[src/hdl/rfsc_regs.vh]
`ifndef RFSC_REGS_VH
`define RFSC_REGS_VH
// ----------------------------------------
// bus geometry
// ----------------------------------------
`define RFSC_ADDR_W       18
`define RFSC_DATA_W       32
`define RFSC_RESP_OKAY    2'b00
`define RFSC_RESP_SLVERR  2'b10
// ----------------------------------------
// register indices, byte address = 4 x index
// ----------------------------------------
`define RFSC_IDX_RX_FE    16'hdf1a
`define RFSC_IDX_TX_FE    16'hdf1b
`define RFSC_IDX_CP_CAL   16'hdf1c
`define RFSC_IDX_VCO_CAL  16'hdf1d
// ----------------------------------------
// register select codes
// ----------------------------------------
`define RFSC_SEL_RX_FE    2'b00
`define RFSC_SEL_TX_FE    2'b01
`define RFSC_SEL_CP_CAL   2'b10
`define RFSC_SEL_VCO_CAL  2'b11
// ----------------------------------------
// reset values
// ----------------------------------------
`define RFSC_RST_RX_FE    8'h56
`define RFSC_RST_TX_FE    8'h10
`define RFSC_RST_CP_CAL   8'ha9
`define RFSC_RST_VCO_CAL  8'h0a
// ----------------------------------------
// field positions
// ----------------------------------------
`define RFSC_RX_LNA_HI    7
`define RFSC_RX_LNA_LO    6
`define RFSC_RX_L2M_HI    5
`define RFSC_RX_L2M_LO    4
`define RFSC_RX_LO_HI     3
`define RFSC_RX_LO_LO     2
`define RFSC_RX_MIX_HI    1
`define RFSC_RX_MIX_LO    0
`define RFSC_TX_LO_HI     5
`define RFSC_TX_LO_LO     4
`define RFSC_TX_RSV_HI    2
`define RFSC_TX_RSV_LO    0
`define RFSC_CP_CFG_HI    7
`define RFSC_CP_CFG_LO    6
`define RFSC_CP_EN_HI     5
`define RFSC_CP_EN_LO     4
`define RFSC_CP_CODE_HI   3
`define RFSC_CP_CODE_LO   0
`define RFSC_VCO_HSEL     5
`define RFSC_VCO_CODE_HI  4
`define RFSC_VCO_CODE_LO  0
// ----------------------------------------
// power resume modes
// ----------------------------------------
`define RFSC_MODE_ACTIVE  2'b00
`define RFSC_MODE_IDLE    2'b01
`define RFSC_MODE_SLEEP_A 2'b10
`define RFSC_MODE_SLEEP_B 2'b11
`endif

[src/hdl/rfsc_cal_regs.v]
// The AXI4-Lite slave port was decided locally.
`timescale 1ns/1ps
`default_nettype none
`include "rfsc_regs.vh"
module rfsc_cal_regs (
	input  wire                     aclk,
	input  wire                     aresetn,
	// ----------------------------------------
	// axi4-lite slave
	// ----------------------------------------
	input  wire [`RFSC_ADDR_W-1:0]  s_axi_awaddr,
	input  wire                     s_axi_awvalid,
	output wire                     s_axi_awready,
	input  wire [`RFSC_DATA_W-1:0]  s_axi_wdata,
	input  wire [3:0]               s_axi_wstrb,
	input  wire                     s_axi_wvalid,
	output wire                     s_axi_wready,
	output wire [1:0]               s_axi_bresp,
	output wire                     s_axi_bvalid,
	input  wire                     s_axi_bready,
	input  wire [`RFSC_ADDR_W-1:0]  s_axi_araddr,
	input  wire                     s_axi_arvalid,
	output wire                     s_axi_arready,
	output wire [`RFSC_DATA_W-1:0]  s_axi_rdata,
	output wire [1:0]               s_axi_rresp,
	output wire                     s_axi_rvalid,
	input  wire                     s_axi_rready,
	// ----------------------------------------
	// calibration engine and power manager
	// ----------------------------------------
	input  wire                     cal_done,
	input  wire [3:0]               cal_charge_pump_code,
	input  wire [4:0]               cal_vco_code,
	input  wire                     power_resume,
	input  wire [1:0]               power_resume_mode,
	// ----------------------------------------
	// analog trim outputs
	// ----------------------------------------
	output wire [1:0]               low_noise_amp_bias,
	output wire [1:0]               amp_to_mixer_bias,
	output wire [1:0]               rx_lo_buffer_bias,
	output wire [1:0]               mixer_bias,
	output wire [1:0]               tx_lo_buffer_bias,
	output wire [2:0]               tx_reserved_cfg,
	output wire [1:0]               synth_cal_config,
	output wire [1:0]               charge_pump_cal_enable,
	output wire                     charge_pump_stage_en,
	output wire [3:0]               charge_pump_code,
	output wire                     vco_high_select,
	output wire [4:0]               vco_current_code
);
	// ----------------------------------------
	// storage
	// ----------------------------------------
	reg  [7:0]              rx_front_end_config_reg;
	reg  [7:0]              rx_front_end_config_next;
	reg  [5:0]              tx_front_end_config_reg;
	reg  [5:0]              tx_front_end_config_next;
	reg  [7:0]              synth_charge_pump_cal_reg;
	reg  [7:0]              synth_charge_pump_cal_next;
	reg  [5:0]              synth_vco_cal_reg;
	reg  [5:0]              synth_vco_cal_next;
	// only bits 5:0 of these two words are stored
	localparam [7:0]        tx_rst_word  = `RFSC_RST_TX_FE;
	localparam [7:0]        vco_rst_word = `RFSC_RST_VCO_CAL;

	wire                    wr_en;
	wire [`RFSC_ADDR_W-1:0] wr_addr;
	wire [7:0]              wr_data;
	wire                    wr_strb;
	wire [`RFSC_ADDR_W-1:0] rd_addr;
	reg  [7:0]              rd_data;
	wire [2:0]              wr_dec;
	wire [2:0]              rd_dec;
	wire                    wr_hit;
	wire                    wr_go;
	wire                    deep_resume;
	wire                    cal_take_cp;

	// ----------------------------------------
	// address decode: {hit, select}
	// ----------------------------------------
	function [2:0] rfsc_decode;
		input [`RFSC_ADDR_W-1:0] a;
		begin
			if (a[1:0] != 2'b00)
				rfsc_decode = 3'b000;
			else if (a[`RFSC_ADDR_W-1:2] == `RFSC_IDX_RX_FE)
				rfsc_decode = {1'b1, `RFSC_SEL_RX_FE};
			else if (a[`RFSC_ADDR_W-1:2] == `RFSC_IDX_TX_FE)
				rfsc_decode = {1'b1, `RFSC_SEL_TX_FE};
			else if (a[`RFSC_ADDR_W-1:2] == `RFSC_IDX_CP_CAL)
				rfsc_decode = {1'b1, `RFSC_SEL_CP_CAL};
			else if (a[`RFSC_ADDR_W-1:2] == `RFSC_IDX_VCO_CAL)
				rfsc_decode = {1'b1, `RFSC_SEL_VCO_CAL};
			else
				rfsc_decode = 3'b000;
		end
	endfunction

	assign wr_dec = rfsc_decode(wr_addr);
	assign rd_dec = rfsc_decode(rd_addr);
	assign wr_hit = wr_dec[2];
	// byte lane 0 carries the 8-bit register
	assign wr_go  = wr_en && wr_hit && wr_strb;

	// ----------------------------------------
	// bus slave
	// ----------------------------------------
	rfsc_axil_slave u_slave (
		.aclk          (aclk),
		.aresetn       (aresetn),
		.s_axi_awaddr  (s_axi_awaddr),
		.s_axi_awvalid (s_axi_awvalid),
		.s_axi_awready (s_axi_awready),
		.s_axi_wdata   (s_axi_wdata),
		.s_axi_wstrb   (s_axi_wstrb),
		.s_axi_wvalid  (s_axi_wvalid),
		.s_axi_wready  (s_axi_wready),
		.s_axi_bresp   (s_axi_bresp),
		.s_axi_bvalid  (s_axi_bvalid),
		.s_axi_bready  (s_axi_bready),
		.s_axi_araddr  (s_axi_araddr),
		.s_axi_arvalid (s_axi_arvalid),
		.s_axi_arready (s_axi_arready),
		.s_axi_rdata   (s_axi_rdata),
		.s_axi_rresp   (s_axi_rresp),
		.s_axi_rvalid  (s_axi_rvalid),
		.s_axi_rready  (s_axi_rready),
		.wr_en         (wr_en),
		.wr_addr       (wr_addr),
		.wr_data       (wr_data),
		.wr_strb       (wr_strb),
		.wr_ok         (wr_hit),
		.rd_addr       (rd_addr),
		.rd_data       (rd_data),
		.rd_ok         (rd_dec[2])
	);

	// ----------------------------------------
	// power and calibration events
	// ----------------------------------------
	assign deep_resume = power_resume &&
		((power_resume_mode == `RFSC_MODE_SLEEP_A) ||
		 (power_resume_mode == `RFSC_MODE_SLEEP_B));
	// stage skipped while its enable field is zero
	assign cal_take_cp = cal_done &&
		(synth_charge_pump_cal_reg[`RFSC_CP_EN_HI:`RFSC_CP_EN_LO] != 2'b00);

	// ----------------------------------------
	// front end configuration next values
	// ----------------------------------------
	always @* begin
		rx_front_end_config_next = rx_front_end_config_reg;
		if (wr_go && (wr_dec[1:0] == `RFSC_SEL_RX_FE))
			rx_front_end_config_next = wr_data;
	end

	always @* begin
		tx_front_end_config_next = tx_front_end_config_reg;
		if (wr_go && (wr_dec[1:0] == `RFSC_SEL_TX_FE)) begin
			// bits 7:6 and 3 are not stored
			tx_front_end_config_next[5:4] = wr_data[`RFSC_TX_LO_HI:`RFSC_TX_LO_LO];
			tx_front_end_config_next[3]   = 1'b0;
			tx_front_end_config_next[2:0] = wr_data[`RFSC_TX_RSV_HI:`RFSC_TX_RSV_LO];
		end
	end

	// ----------------------------------------
	// calibration register next values
	// ----------------------------------------
	always @* begin
		synth_charge_pump_cal_next = synth_charge_pump_cal_reg;
		if (wr_go && (wr_dec[1:0] == `RFSC_SEL_CP_CAL))
			synth_charge_pump_cal_next = wr_data;
		// engine result beats a software write in the same cycle
		if (cal_take_cp)
			synth_charge_pump_cal_next[`RFSC_CP_CODE_HI:`RFSC_CP_CODE_LO] =
				cal_charge_pump_code;
		if (deep_resume)
			synth_charge_pump_cal_next = `RFSC_RST_CP_CAL;
	end

	always @* begin
		synth_vco_cal_next = synth_vco_cal_reg;
		if (wr_go && (wr_dec[1:0] == `RFSC_SEL_VCO_CAL))
			synth_vco_cal_next = wr_data[5:0];
		if (cal_done)
			synth_vco_cal_next[`RFSC_VCO_CODE_HI:`RFSC_VCO_CODE_LO] = cal_vco_code;
		if (deep_resume)
			synth_vco_cal_next = vco_rst_word[5:0];
	end

	// ----------------------------------------
	// registers
	// ----------------------------------------
	always @(posedge aclk) begin
		if (!aresetn) begin
			rx_front_end_config_reg   <= `RFSC_RST_RX_FE;
			tx_front_end_config_reg   <= tx_rst_word[5:0];
			synth_charge_pump_cal_reg <= `RFSC_RST_CP_CAL;
			synth_vco_cal_reg         <= vco_rst_word[5:0];
		end else begin
			rx_front_end_config_reg   <= rx_front_end_config_next;
			tx_front_end_config_reg   <= tx_front_end_config_next;
			synth_charge_pump_cal_reg <= synth_charge_pump_cal_next;
			synth_vco_cal_reg         <= synth_vco_cal_next;
		end
	end

	// ----------------------------------------
	// read mux
	// ----------------------------------------
	always @* begin
		rd_data = 8'h00;
		if (rd_dec[2]) begin
			case (rd_dec[1:0])
				`RFSC_SEL_RX_FE: begin
					rd_data = rx_front_end_config_reg;
				end
				`RFSC_SEL_TX_FE: begin
					rd_data = {2'b00, tx_front_end_config_reg};
				end
				`RFSC_SEL_CP_CAL: begin
					rd_data = synth_charge_pump_cal_reg;
				end
				`RFSC_SEL_VCO_CAL: begin
					rd_data = {2'b00, synth_vco_cal_reg};
				end
				default: begin
					rd_data = 8'h00;
				end
			endcase
		end
	end

	// ----------------------------------------
	// trim outputs, straight from the stored bits; stage enable is decoded from the enable field
	// ----------------------------------------
	assign low_noise_amp_bias     = rx_front_end_config_reg[`RFSC_RX_LNA_HI:`RFSC_RX_LNA_LO];
	assign amp_to_mixer_bias      = rx_front_end_config_reg[`RFSC_RX_L2M_HI:`RFSC_RX_L2M_LO];
	assign rx_lo_buffer_bias      = rx_front_end_config_reg[`RFSC_RX_LO_HI:`RFSC_RX_LO_LO];
	assign mixer_bias             = rx_front_end_config_reg[`RFSC_RX_MIX_HI:`RFSC_RX_MIX_LO];
	assign tx_lo_buffer_bias      = tx_front_end_config_reg[`RFSC_TX_LO_HI:`RFSC_TX_LO_LO];
	assign tx_reserved_cfg        = tx_front_end_config_reg[`RFSC_TX_RSV_HI:`RFSC_TX_RSV_LO];
	assign synth_cal_config       = synth_charge_pump_cal_reg[`RFSC_CP_CFG_HI:`RFSC_CP_CFG_LO];
	assign charge_pump_cal_enable = synth_charge_pump_cal_reg[`RFSC_CP_EN_HI:`RFSC_CP_EN_LO];
	assign charge_pump_stage_en   = (charge_pump_cal_enable != 2'b00);
	// current scales as 2^(code/4); code used as stored
	assign charge_pump_code       = synth_charge_pump_cal_reg[`RFSC_CP_CODE_HI:`RFSC_CP_CODE_LO];
	assign vco_high_select        = synth_vco_cal_reg[`RFSC_VCO_HSEL];
	assign vco_current_code       = synth_vco_cal_reg[`RFSC_VCO_CODE_HI:`RFSC_VCO_CODE_LO];
endmodule // rfsc_cal_regs
`default_nettype wire

[src/hdl/rfsc_axil_slave.v]
`timescale 1ns/1ps
`default_nettype none
`include "rfsc_regs.vh"
module rfsc_axil_slave (
	input  wire                     aclk,
	input  wire                     aresetn,
	input  wire [`RFSC_ADDR_W-1:0]  s_axi_awaddr,
	input  wire                     s_axi_awvalid,
	output wire                     s_axi_awready,
	input  wire [`RFSC_DATA_W-1:0]  s_axi_wdata,
	input  wire [3:0]               s_axi_wstrb,
	input  wire                     s_axi_wvalid,
	output wire                     s_axi_wready,
	output reg  [1:0]               s_axi_bresp,
	output reg                      s_axi_bvalid,
	input  wire                     s_axi_bready,
	input  wire [`RFSC_ADDR_W-1:0]  s_axi_araddr,
	input  wire                     s_axi_arvalid,
	output wire                     s_axi_arready,
	output reg  [`RFSC_DATA_W-1:0]  s_axi_rdata,
	output reg  [1:0]               s_axi_rresp,
	output reg                      s_axi_rvalid,
	input  wire                     s_axi_rready,
	output wire                     wr_en,
	output wire [`RFSC_ADDR_W-1:0]  wr_addr,
	output wire [7:0]               wr_data,
	output wire                     wr_strb,
	input  wire                     wr_ok,
	output wire [`RFSC_ADDR_W-1:0]  rd_addr,
	input  wire [7:0]               rd_data,
	input  wire                     rd_ok
);
	reg                     aw_held_reg;
	reg                     w_held_reg;
	reg [`RFSC_ADDR_W-1:0]  awaddr_reg;
	reg [7:0]               wdata_reg;
	reg                     wstrb_reg;
	wire                    ar_take;

	// ----------------------------------------
	// write channel
	// ----------------------------------------
	assign s_axi_awready = !aw_held_reg && !s_axi_bvalid;
	assign s_axi_wready  = !w_held_reg && !s_axi_bvalid;
	assign wr_en         = aw_held_reg && w_held_reg && !s_axi_bvalid;
	assign wr_addr       = awaddr_reg;
	assign wr_data       = wdata_reg;
	assign wr_strb       = wstrb_reg;

	always @(posedge aclk) begin
		if (!aresetn) begin
			aw_held_reg  <= 1'b0;
			w_held_reg   <= 1'b0;
			awaddr_reg   <= {`RFSC_ADDR_W{1'b0}};
			wdata_reg    <= 8'h00;
			wstrb_reg    <= 1'b0;
			s_axi_bvalid <= 1'b0;
			s_axi_bresp  <= `RFSC_RESP_OKAY;
		end else begin
			if (s_axi_awvalid && s_axi_awready) begin
				aw_held_reg <= 1'b1;
				awaddr_reg  <= s_axi_awaddr;
			end
			if (s_axi_wvalid && s_axi_wready) begin
				w_held_reg <= 1'b1;
				wdata_reg  <= s_axi_wdata[7:0];
				wstrb_reg  <= s_axi_wstrb[0];
			end
			if (wr_en) begin
				aw_held_reg  <= 1'b0;
				w_held_reg   <= 1'b0;
				s_axi_bvalid <= 1'b1;
				s_axi_bresp  <= wr_ok ? `RFSC_RESP_OKAY : `RFSC_RESP_SLVERR;
			end else if (s_axi_bvalid && s_axi_bready) begin
				s_axi_bvalid <= 1'b0;
			end
		end
	end

	// ----------------------------------------
	// read channel
	// ----------------------------------------
	assign s_axi_arready = !s_axi_rvalid;
	assign ar_take       = s_axi_arvalid && s_axi_arready;
	assign rd_addr       = s_axi_araddr;

	always @(posedge aclk) begin
		if (!aresetn) begin
			s_axi_rvalid <= 1'b0;
			s_axi_rdata  <= {`RFSC_DATA_W{1'b0}};
			s_axi_rresp  <= `RFSC_RESP_OKAY;
		end else if (ar_take) begin
			s_axi_rvalid <= 1'b1;
			s_axi_rdata  <= {24'h000000, rd_data};
			s_axi_rresp  <= rd_ok ? `RFSC_RESP_OKAY : `RFSC_RESP_SLVERR;
		end else if (s_axi_rvalid && s_axi_rready) begin
			s_axi_rvalid <= 1'b0;
		end
	end
endmodule // rfsc_axil_slave
`default_nettype wire

[config.mk]
export PLATFORM = sky130hd
export DESIGN_NAME = rfsc_cal_regs
export DESIGN_NICKNAME = d
export VERILOG_FILES = /design/src/hdl/rfsc_cal_regs.v /design/src/hdl/rfsc_axil_slave.v
export VERILOG_INCLUDE_DIRS = /design/src /design/src/hdl
export SDC_FILE = /design/constraint.sdc
export NUM_CORES = 1
export LEC_CHECK = 0
export BUFFER_PORTS_ARGS = -buffer_cell sky130_fd_sc_hd__buf_4
export CAP_MARGIN = 15
export CORE_MARGIN = 4
export CORE_UTILIZATION = 30
export DETAILED_ROUTE_END_ITERATION = 10
export GPL_ROUTABILITY_DRIVEN = 0
export PLACE_DENSITY = 0.67
export SYNTH_ARGS = -nofsm -noshare
export SYNTH_HDL_FRONTEND = slang
export SYNTH_SLANG_ARGS = --single-unit
export TNS_END_PERCENT = 1
[constraint.sdc]
create_clock -name aclk -period 3.24 [get_ports aclk]
set_clock_uncertainty 0.1 [all_clocks]
set_input_delay 0.648 -clock aclk [delete_from_list [all_inputs] [get_ports aclk]]
set_output_delay 0.648 -clock aclk [all_outputs]
set_load 0.05 [all_outputs]
==> results of run 1 <==
[final timing paths]
kind	start	to	slack (ns)	cells past startpoint
min reg2reg	u_slave.wr_addr[11]$_SDFFE_PN0P_	u_slave.wr_addr[11]$_SDFFE_PN0P_	0.37	2
max reg2reg	u_slave.wr_addr[7]$_SDFFE_PN0P_	synth_charge_pump_cal_reg[3]$_SDFFE_PP1P_	0.69	5
min	u_slave.wr_addr[11]$_SDFFE_PN0P_	u_slave.wr_addr[11]$_SDFFE_PN0P_	0.37	2
max	u_slave.wr_addr[7]$_SDFFE_PN0P_	synth_charge_pump_cal_reg[3]$_SDFFE_PP1P_	0.69	5
[cell usage after synthesis, types with 5 or more instances]
cell	n
a211oi_1	5
inv_1	7
buf_4	26
a21boi_0	31
o31ai_1	5
dfxtp_1	68
clkbuf_1	10
nor2b_1	16
o21ai_0	11
mux2i_1	27
nor2_1	16
nand2_1	79
a21oi_1	7
mux2_2	7
[power groups by stage]
stage	clock network (mW)	logic, mW	registers, mW
final	0.786	0.307	0.900
after global routing	0.841	0.332	0.906
after CTS	0.805	0.310	0.901
after detailed placement	0	0.309	0.920
after global placement	0	0.304	0.918
after floorplan	0	0.201	0.943
[metal layers]
| metal | vias to the layer above | GRT usage, % | share of wire [%] |
|---|---|---|---|
| li1 | 1392 | - | - |
| met1 | 1257 | 17.5 | 45 |
| met2 | 94 | 20.8 | 45 |
| met3 | 12 | 3.98 | 7.3 |
| met4 | 0 | 6.08 | 2.1 |
| met5 | - | 0 | 0 |
[cell type report]
class	count	area, sq um	area share [%]
clock inverters	7	98.8	2.35
repair buffers	107	803	19.1
multi-input cells	272	1630	38.7
inverters	7	26.3	0.624
well taps	136	170	4.04
clock buffers	9	124	2.94
flip-flops and latches	68	1360	32.3
[cells by family after synthesis]
| group | Yosys count | share of synthesized area (%) |
|---|---|---|
| flip-flops | 68 | 42.7 |
| XOR/XNOR | 2 | 0.550 |
| AO/OA/AOI/OAI | 66 | 14.2 |
| other | 1 | 0.118 |
| buffers and inverters | 47 | 9.11 |
| AND/OR/NAND/NOR | 144 | 22.3 |
| multiplexers | 34 | 11.0 |
[critical path, stage by stage, from the launching register on]
cell	delay, ns
dfxtp_1	0.32
or4b_4	0.54
nor4_1	0.45
nand3_1	0.58
mux2i_1	0.33
a31oi_1	0.10
[placed cells by master, fill, tap and decap left out, drive strengths merged, types with 3 or more instances in the layout]
cell type	Yosys	final
buf	30	107
nand2	79	79
dfxtp	68	68
a21boi	31	31
mux2i	27	27
conb	1	26
nor2	16	16
nor2b	16	16
o21ai	11	11
clkbuf	10	9
inv	7	8
a21oi	7	7
mux2	7	7
a211oi	5	5
o31ai	5	5
nor4	4	4
nand3	3	3
and2	3	3
nor3	3	3
or3	3	3
clkinv	0	3
[through the flow]
stage	power (mW)	instance area, sq um	cells
floorplan	1.14	3280	387
global placement	1.22	3990	590
detailed placement	1.23	3990	590
CTS	2.02	4210	606
global route	2.08	4210	606
finish	1.99	4210	606
==> results.py, run 1 <==
metrics = {
    "global_routing": {
        "overflow": 0,
        "grt_pass1_vias": 2659,
        "track_usage_pct": 13.5,
        "antenna_found_initial": 0,
        "grt_max_degree": 51,
        "grt_pass1_wl_mm": 13.5,
    },
    "power": {
        "clkPwrFrac_pct": 39.4,
        "p_switching_mw": 0.578,
        "combPwrFrac_pct": 15.4,
        "power_frac_seq_pct": 45.2,
        "intPower_mw": 1.42,
        "p_leak_nw": 1.88,
        "ir_drop_uv": 245,
        "power_density_nw_per_um2": 473,
        "p_sw_share_pct": 29.0,
    },
    "timing": {
        "fin_tns_setup_ns": 0,
        "maxSlewHeadroom_pct": 50.4,
        "final_hold_viol_count": 0,
        "fin_crit_ns": 2.55,
        "holdWs_ns": 0.368,
        "fin_ws_ns": 0.686,
        "final-max-slew-violation-count": 0,
        "finalCritPeriodShare_pct": 78.8,
        "fmax_mhz": 392,
        "finalSetupViolCount": 0,
        "tightest_slew_ns": 0.738,
        "rsz0062_at_grt": "no",
    },
    "clock_tree": {
        "cts_made_buffers": 9,
        "tritoncts": "done",
        "postCtsSetupBuffers": 0,
        "cts_root_buffer": "clkbuf_8",
        "cts_sinks": 68,
        "clock_path_buffers": 2,
        "h-tree-depth": 3,
        "clk_latency_ns": 0.35,
        "clk_pin_slew_ns": 0.07,
        "postCtsHoldBufs": 0,
        "cts_resized": 0,
    },
    "place": {
        "hpwl_mm": 6.63,
        "io_buffers": 106,
        "dp_slack_ns": 0.652,
    },
    "route": {
        "routed_wl_mm": 8.63,
        "first_pass_iters": 5,
        "post-route-drc-count": 0,
        "drt_iter0_markers": 163,
        "wire_per_inst_um": 14.2,
        "vias": 2755,
        "ant_nets": 0,
        "viasPerCell": 4.55,
    },
    "cells_and_area": {
        "drive_gt1_share_pct": 28.7,
        "area_delta_synth_final_pct": 32.2,
        "diodes": 0,
        "largest_reg_flops": 18,
        "fill_cells": 1057,
        "final_util_pct": 40.8,
        "nNetsFinal": 557,
    },
    "floorplanning": {
        "die_w_um": 111,
        "row_count": 37,
        "die_y_um": 111,
        "die-area_sq_um": 12300,
        "initial_utilization_pct": 30.9,
        "coreArea_sq_um": 10300,
        "ios": 161,
    },
    "synth": {
        "yosysWarnings": 0,
        "async_reset_ff_share_pct": 0,
        "ys_seq_area_share_pct": 42.7,
        "synth.area.top_cells": "dfxtp_1 (43%), nand2_1 (9.3%), mux2i_1 (8.5%)",
        "synth-main-ff-cell": "dfxtp_1",
        "synth-seq-cells": 68,
        "synthDistinctLibCells": 44,
        "synth.avg_cell_area_sq_um": 8.80,
        "syn_inst": 362,
        "yosys.area.top_type_share_pct": 42.7,
        "synth_edf_count": 0,
        "synth_top_area_cell": "dfxtp_1",
        "syn_area_sq_um": 3190,
    },
    "critical_path": {
        "critPathRequiredTime_ns": 3.35,
        "start_kind": "register",
        "cp-end-kind": "register",
        "arrival_ns": 2.67,
        "crit_type": "register to register",
        "critPathMaxFanout": 8,
    },
    "outcome": {
        "status": "finished, final reports clean",
    },
    "min_path": {
        "hold_path.class": "register to register",
    },
    "job": {
        "maxCapViolations": 0,
    },
}
Power figures use the tool's default switching activity.
==> inputs of run 2 (changes only) <==
--- a/config.mk
+++ b/config.mk
@@ -6,13 +6,14 @@
 export SDC_FILE = /design/constraint.sdc
 export NUM_CORES = 1
 export LEC_CHECK = 0
+export ABC_AREA = 1
 export BUFFER_PORTS_ARGS = -buffer_cell sky130_fd_sc_hd__buf_4
 export CAP_MARGIN = 15
 export CORE_MARGIN = 4
 export CORE_UTILIZATION = 30
 export DETAILED_ROUTE_END_ITERATION = 10
 export GPL_ROUTABILITY_DRIVEN = 0
-export PLACE_DENSITY = 0.67
+export PLACE_DENSITY = 0.68
 export SYNTH_ARGS = -nofsm -noshare
 export SYNTH_HDL_FRONTEND = slang
 export SYNTH_SLANG_ARGS = --single-unit
==> constraint.sdc (replaced) <==
create_clock -name aclk -period 2.3 [get_ports aclk]
set_clock_uncertainty 0.1 [all_clocks]
set_input_delay 0.46 -clock aclk [delete_from_list [all_inputs] [get_ports aclk]]
set_output_delay 0.46 -clock aclk [all_outputs]
set_load 0.05 [all_outputs]
==> run 2 against run 1 <==
Against the previous run: flip-flop and latch count is the same; setup slack lost 0.30 ns; register-to-register slack lost 0.30 ns; global-route usage grew 0.59 points; critical endpoint is now synth_charge_pump_cal_reg[0]$_SDFFE_PP1P_; highest routed layer unchanged.
==> results.py, run 2 <==
metrics = {
    "critical_path": {
        "regToRegEndpoint": "synth_charge_pump_cal_reg[0]$_SDFFE_PP1P_",
        "crit_start": "u_slave.wr_addr[4]$_SDFFE_PN0P_",
        "critPathMaxFanout": 6,
        "reg2reg_from": "u_slave.wr_addr[4]$_SDFFE_PN0P_",
        "arrival_ns": 2.02,
        "crit_type": "register to register",
        "start_kind": "register",
        "critPathRequiredTime_ns": 2.41,
        "reg2reg_slack_ns": 0.38,
        "cp-end-kind": "register",
        "cpMostUsedCell": "nand3_2",
        "critPathSlowestCell": "nor3_1",
        "crit_path_cell_trace": "inv_1, nor3_1, nand3_2, nand3_2, nand3_4, nor2_2, nor2_1, nand2_1, nand3_1",
        "ff2ff_path_depth": 9,
        "cp_slowest_stage_delay_ns": 0.31,
        "cp-endpoint": "synth_charge_pump_cal_reg[0]$_SDFFE_PP1P_",
    },
    "timing": {
        "tightest_slew_ns": 0.506,
        "finalSetupViolCount": 0,
        "fmax_mhz": 521,
        "finalCritPeriodShare_pct": 83.4,
        "final-max-slew-violation-count": 0,
        "maxSlewHeadroom_pct": 66.2,
        "fin_crit_ns": 1.92,
        "fin_tns_setup_ns": 0,
        "final_hold_viol_count": 0,
        "fin_ws_ns": 0.382,
        "rsz0062_at_grt": "no",
    },
    "synth": {
        "synth_commonest_cells": "nand2_1 (87), nor2_1 (79), dfxtp_1 (68), inv_1 (52), o21ai_0 (44)",
        "synthDistinctLibCells": 34,
        "yosys.area.top_type_share_pct": 40.0,
        "synth_top_area_cell": "dfxtp_1",
        "syn_inst": 488,
        "yosysWarnings": 0,
        "ys_seq_area_share_pct": 40.0,
        "synth_edf_count": 0,
        "synth-seq-cells": 68,
        "synth.area.top_cells": "dfxtp_1 (40%), nand2_1 (9.6%), nor2_1 (8.7%)",
        "synth-main-ff-cell": "dfxtp_1",
        "yosysMostFrequentCell": "nand2_1",
        "async_reset_ff_share_pct": 0,
        "syn_area_sq_um": 3410,
        "synth.avg_cell_area_sq_um": 6.98,
    },
    "cells_and_area": {
        "nNetsFinal": 689,
        "stdcell_area_sq_um": 4550,
        "final_util_pct": 41.4,
        "diodes": 0,
        "seqCellArea_sq_um": 1360,
        "area_delta_synth_final_pct": 33.6,
        "drive_gt1_share_pct": 25.6,
        "mostFrequentLayoutCells": "buf_4 (111), nand2_1 (87), nor2_1 (79)",
        "fill_cells": 1140,
        "largest_reg_flops": 18,
        "multiInputGateArea_sq_um": 1680,
        "final_common_cell": "buf_4",
    },
    "global_routing": {
        "grtUsageMet3_pct": 5.60,
        "track_usage_pct": 14.1,
        "grt_busiest_layer": "met2",
        "use_met2_pct": 24.4,
        "grt_pass1_wl_mm": 14.7,
        "overflow": 0,
        "grtUsageMet1_pct": 16.5,
        "grt_pass1_vias": 3159,
        "grt_max_degree": 44,
        "antenna_found_initial": 0,
    },
    "outcome": {
        "status": "finished, final reports clean",
    },
    "route": {
        "first_pass_iters": 7,
        "routed_wl_mm": 9.32,
        "post-route-drc-count": 0,
        "viasPerCell": 4.47,
        "ant_nets": 0,
        "drt_iter0_markers": 137,
        "wire_per_inst_um": 12.6,
        "vias": 3315,
    },
    "clock_tree": {
        "h-tree-depth": 3,
        "clk_latency_ns": 0.33,
        "cts_resized": 0,
        "cts_sinks": 68,
        "tritoncts": "done",
        "postCtsSetupBuffers": 0,
        "postCtsHoldBufs": 0,
        "cts_made_buffers": 9,
        "cts_root_buffer": "clkbuf_16",
        "clk_pin_slew_ns": 0.05,
        "clock_path_buffers": 2,
    },
    "floorplanning": {
        "die-area_sq_um": 13100,
        "die_y_um": 115,
        "die_w_um": 115,
        "row_count": 38,
        "ios": 161,
        "coreArea_sq_um": 11000,
        "initial_utilization_pct": 31.0,
    },
    "min_path": {
        "worstHoldStart": "cal_vco_code[3]",
        "hold_path.class": "primary input to register",
    },
    "power": {
        "p_leak_nw": 2.15,
        "ir_drop_uv": 308,
        "power_density_nw_per_um2": 686,
    },
    "place": {
        "hpwl_mm": 7.52,
        "dpl_cell_area_sq_um": 4260,
        "io_buffers": 106,
        "dp_slack_ns": 0.242,
    },
    "job": {
        "maxCapViolations": 0,
    },
}
-- run 2: cell families after synthesis --
group / count (synthesis) / share of synthesized area (%)
other cells: 1 / 0.110
buf+inv: 94 / 13.5
flops: 68 / 40.0
simple gates: 229 / 31.8
compound gates: 96 / 14.7
-- run 2: power breakdown --
part / switching (mW) / leakage (nW) / internal (mW)
combinational: 0.337 / 1.46 / 0.161
clock: 0.503 / 0.134 / 0.831
sequential: 0.0490 / 0.557 / 1.24
total: 0.889 / 2.15 / 2.24
-- run 2: how the worst min path moves through the flow --
stage               depth (start not counted)  slack (ns)                           endpoint
finish                                      3        0.27  synth_vco_cal_reg[3]$_SDFFE_PP1P_
global route                                3        0.28  synth_vco_cal_reg[3]$_SDFFE_PP1P_
CTS                                         3        0.27  synth_vco_cal_reg[3]$_SDFFE_PP1P_
detailed placement                          2        0.35    u_slave.wr_addr[5]$_SDFFE_PN0P_
global placement                            2        0.35    u_slave.wr_addr[5]$_SDFFE_PN0P_
floorplan                                   2        0.33    u_slave.wr_addr[7]$_SDFFE_PN0P_
-- run 2: metrics by stage --
step | power, mW | hold WS, ns | cells
after global placement | 1.81 | 0.348 | 726
after detailed placement | 1.82 | 0.350 | 726
after CTS | 3.16 | 0.266 | 741
final | 3.12 | 0.271 | 741
after floorplan | 1.68 | 0.330 | 513
after global routing | 3.26 | 0.275 | 741
-- run 2: per-layer routing --
layer | up-vias | part of all wire, %
met5 | - | 0
met4 | 0 | 0.63
met3 | 6 | 9.0
met2 | 110 | 49
met1 | 1467 | 42
li1 | 1732 | -
-- run 2: area by class of cell --
class,count,area share [%]
multi-input cells,351,36.9
flip-flops and latches,68,29.9
repair buffers,111,18.3
clock buffers,9,4.95
inverters,56,4.62
well taps,140,3.85
clock inverters,6,1.46
-- run 2: critical path, delay by kind of cell, from the launching register on --
| family | cells | cell delay, ns |
|---|---|---|
| buffers and inverters | 1 | 0.06 |
| flip-flops | 1 | 0.30 |
| AND/OR/NAND/NOR | 8 | 1.34 |
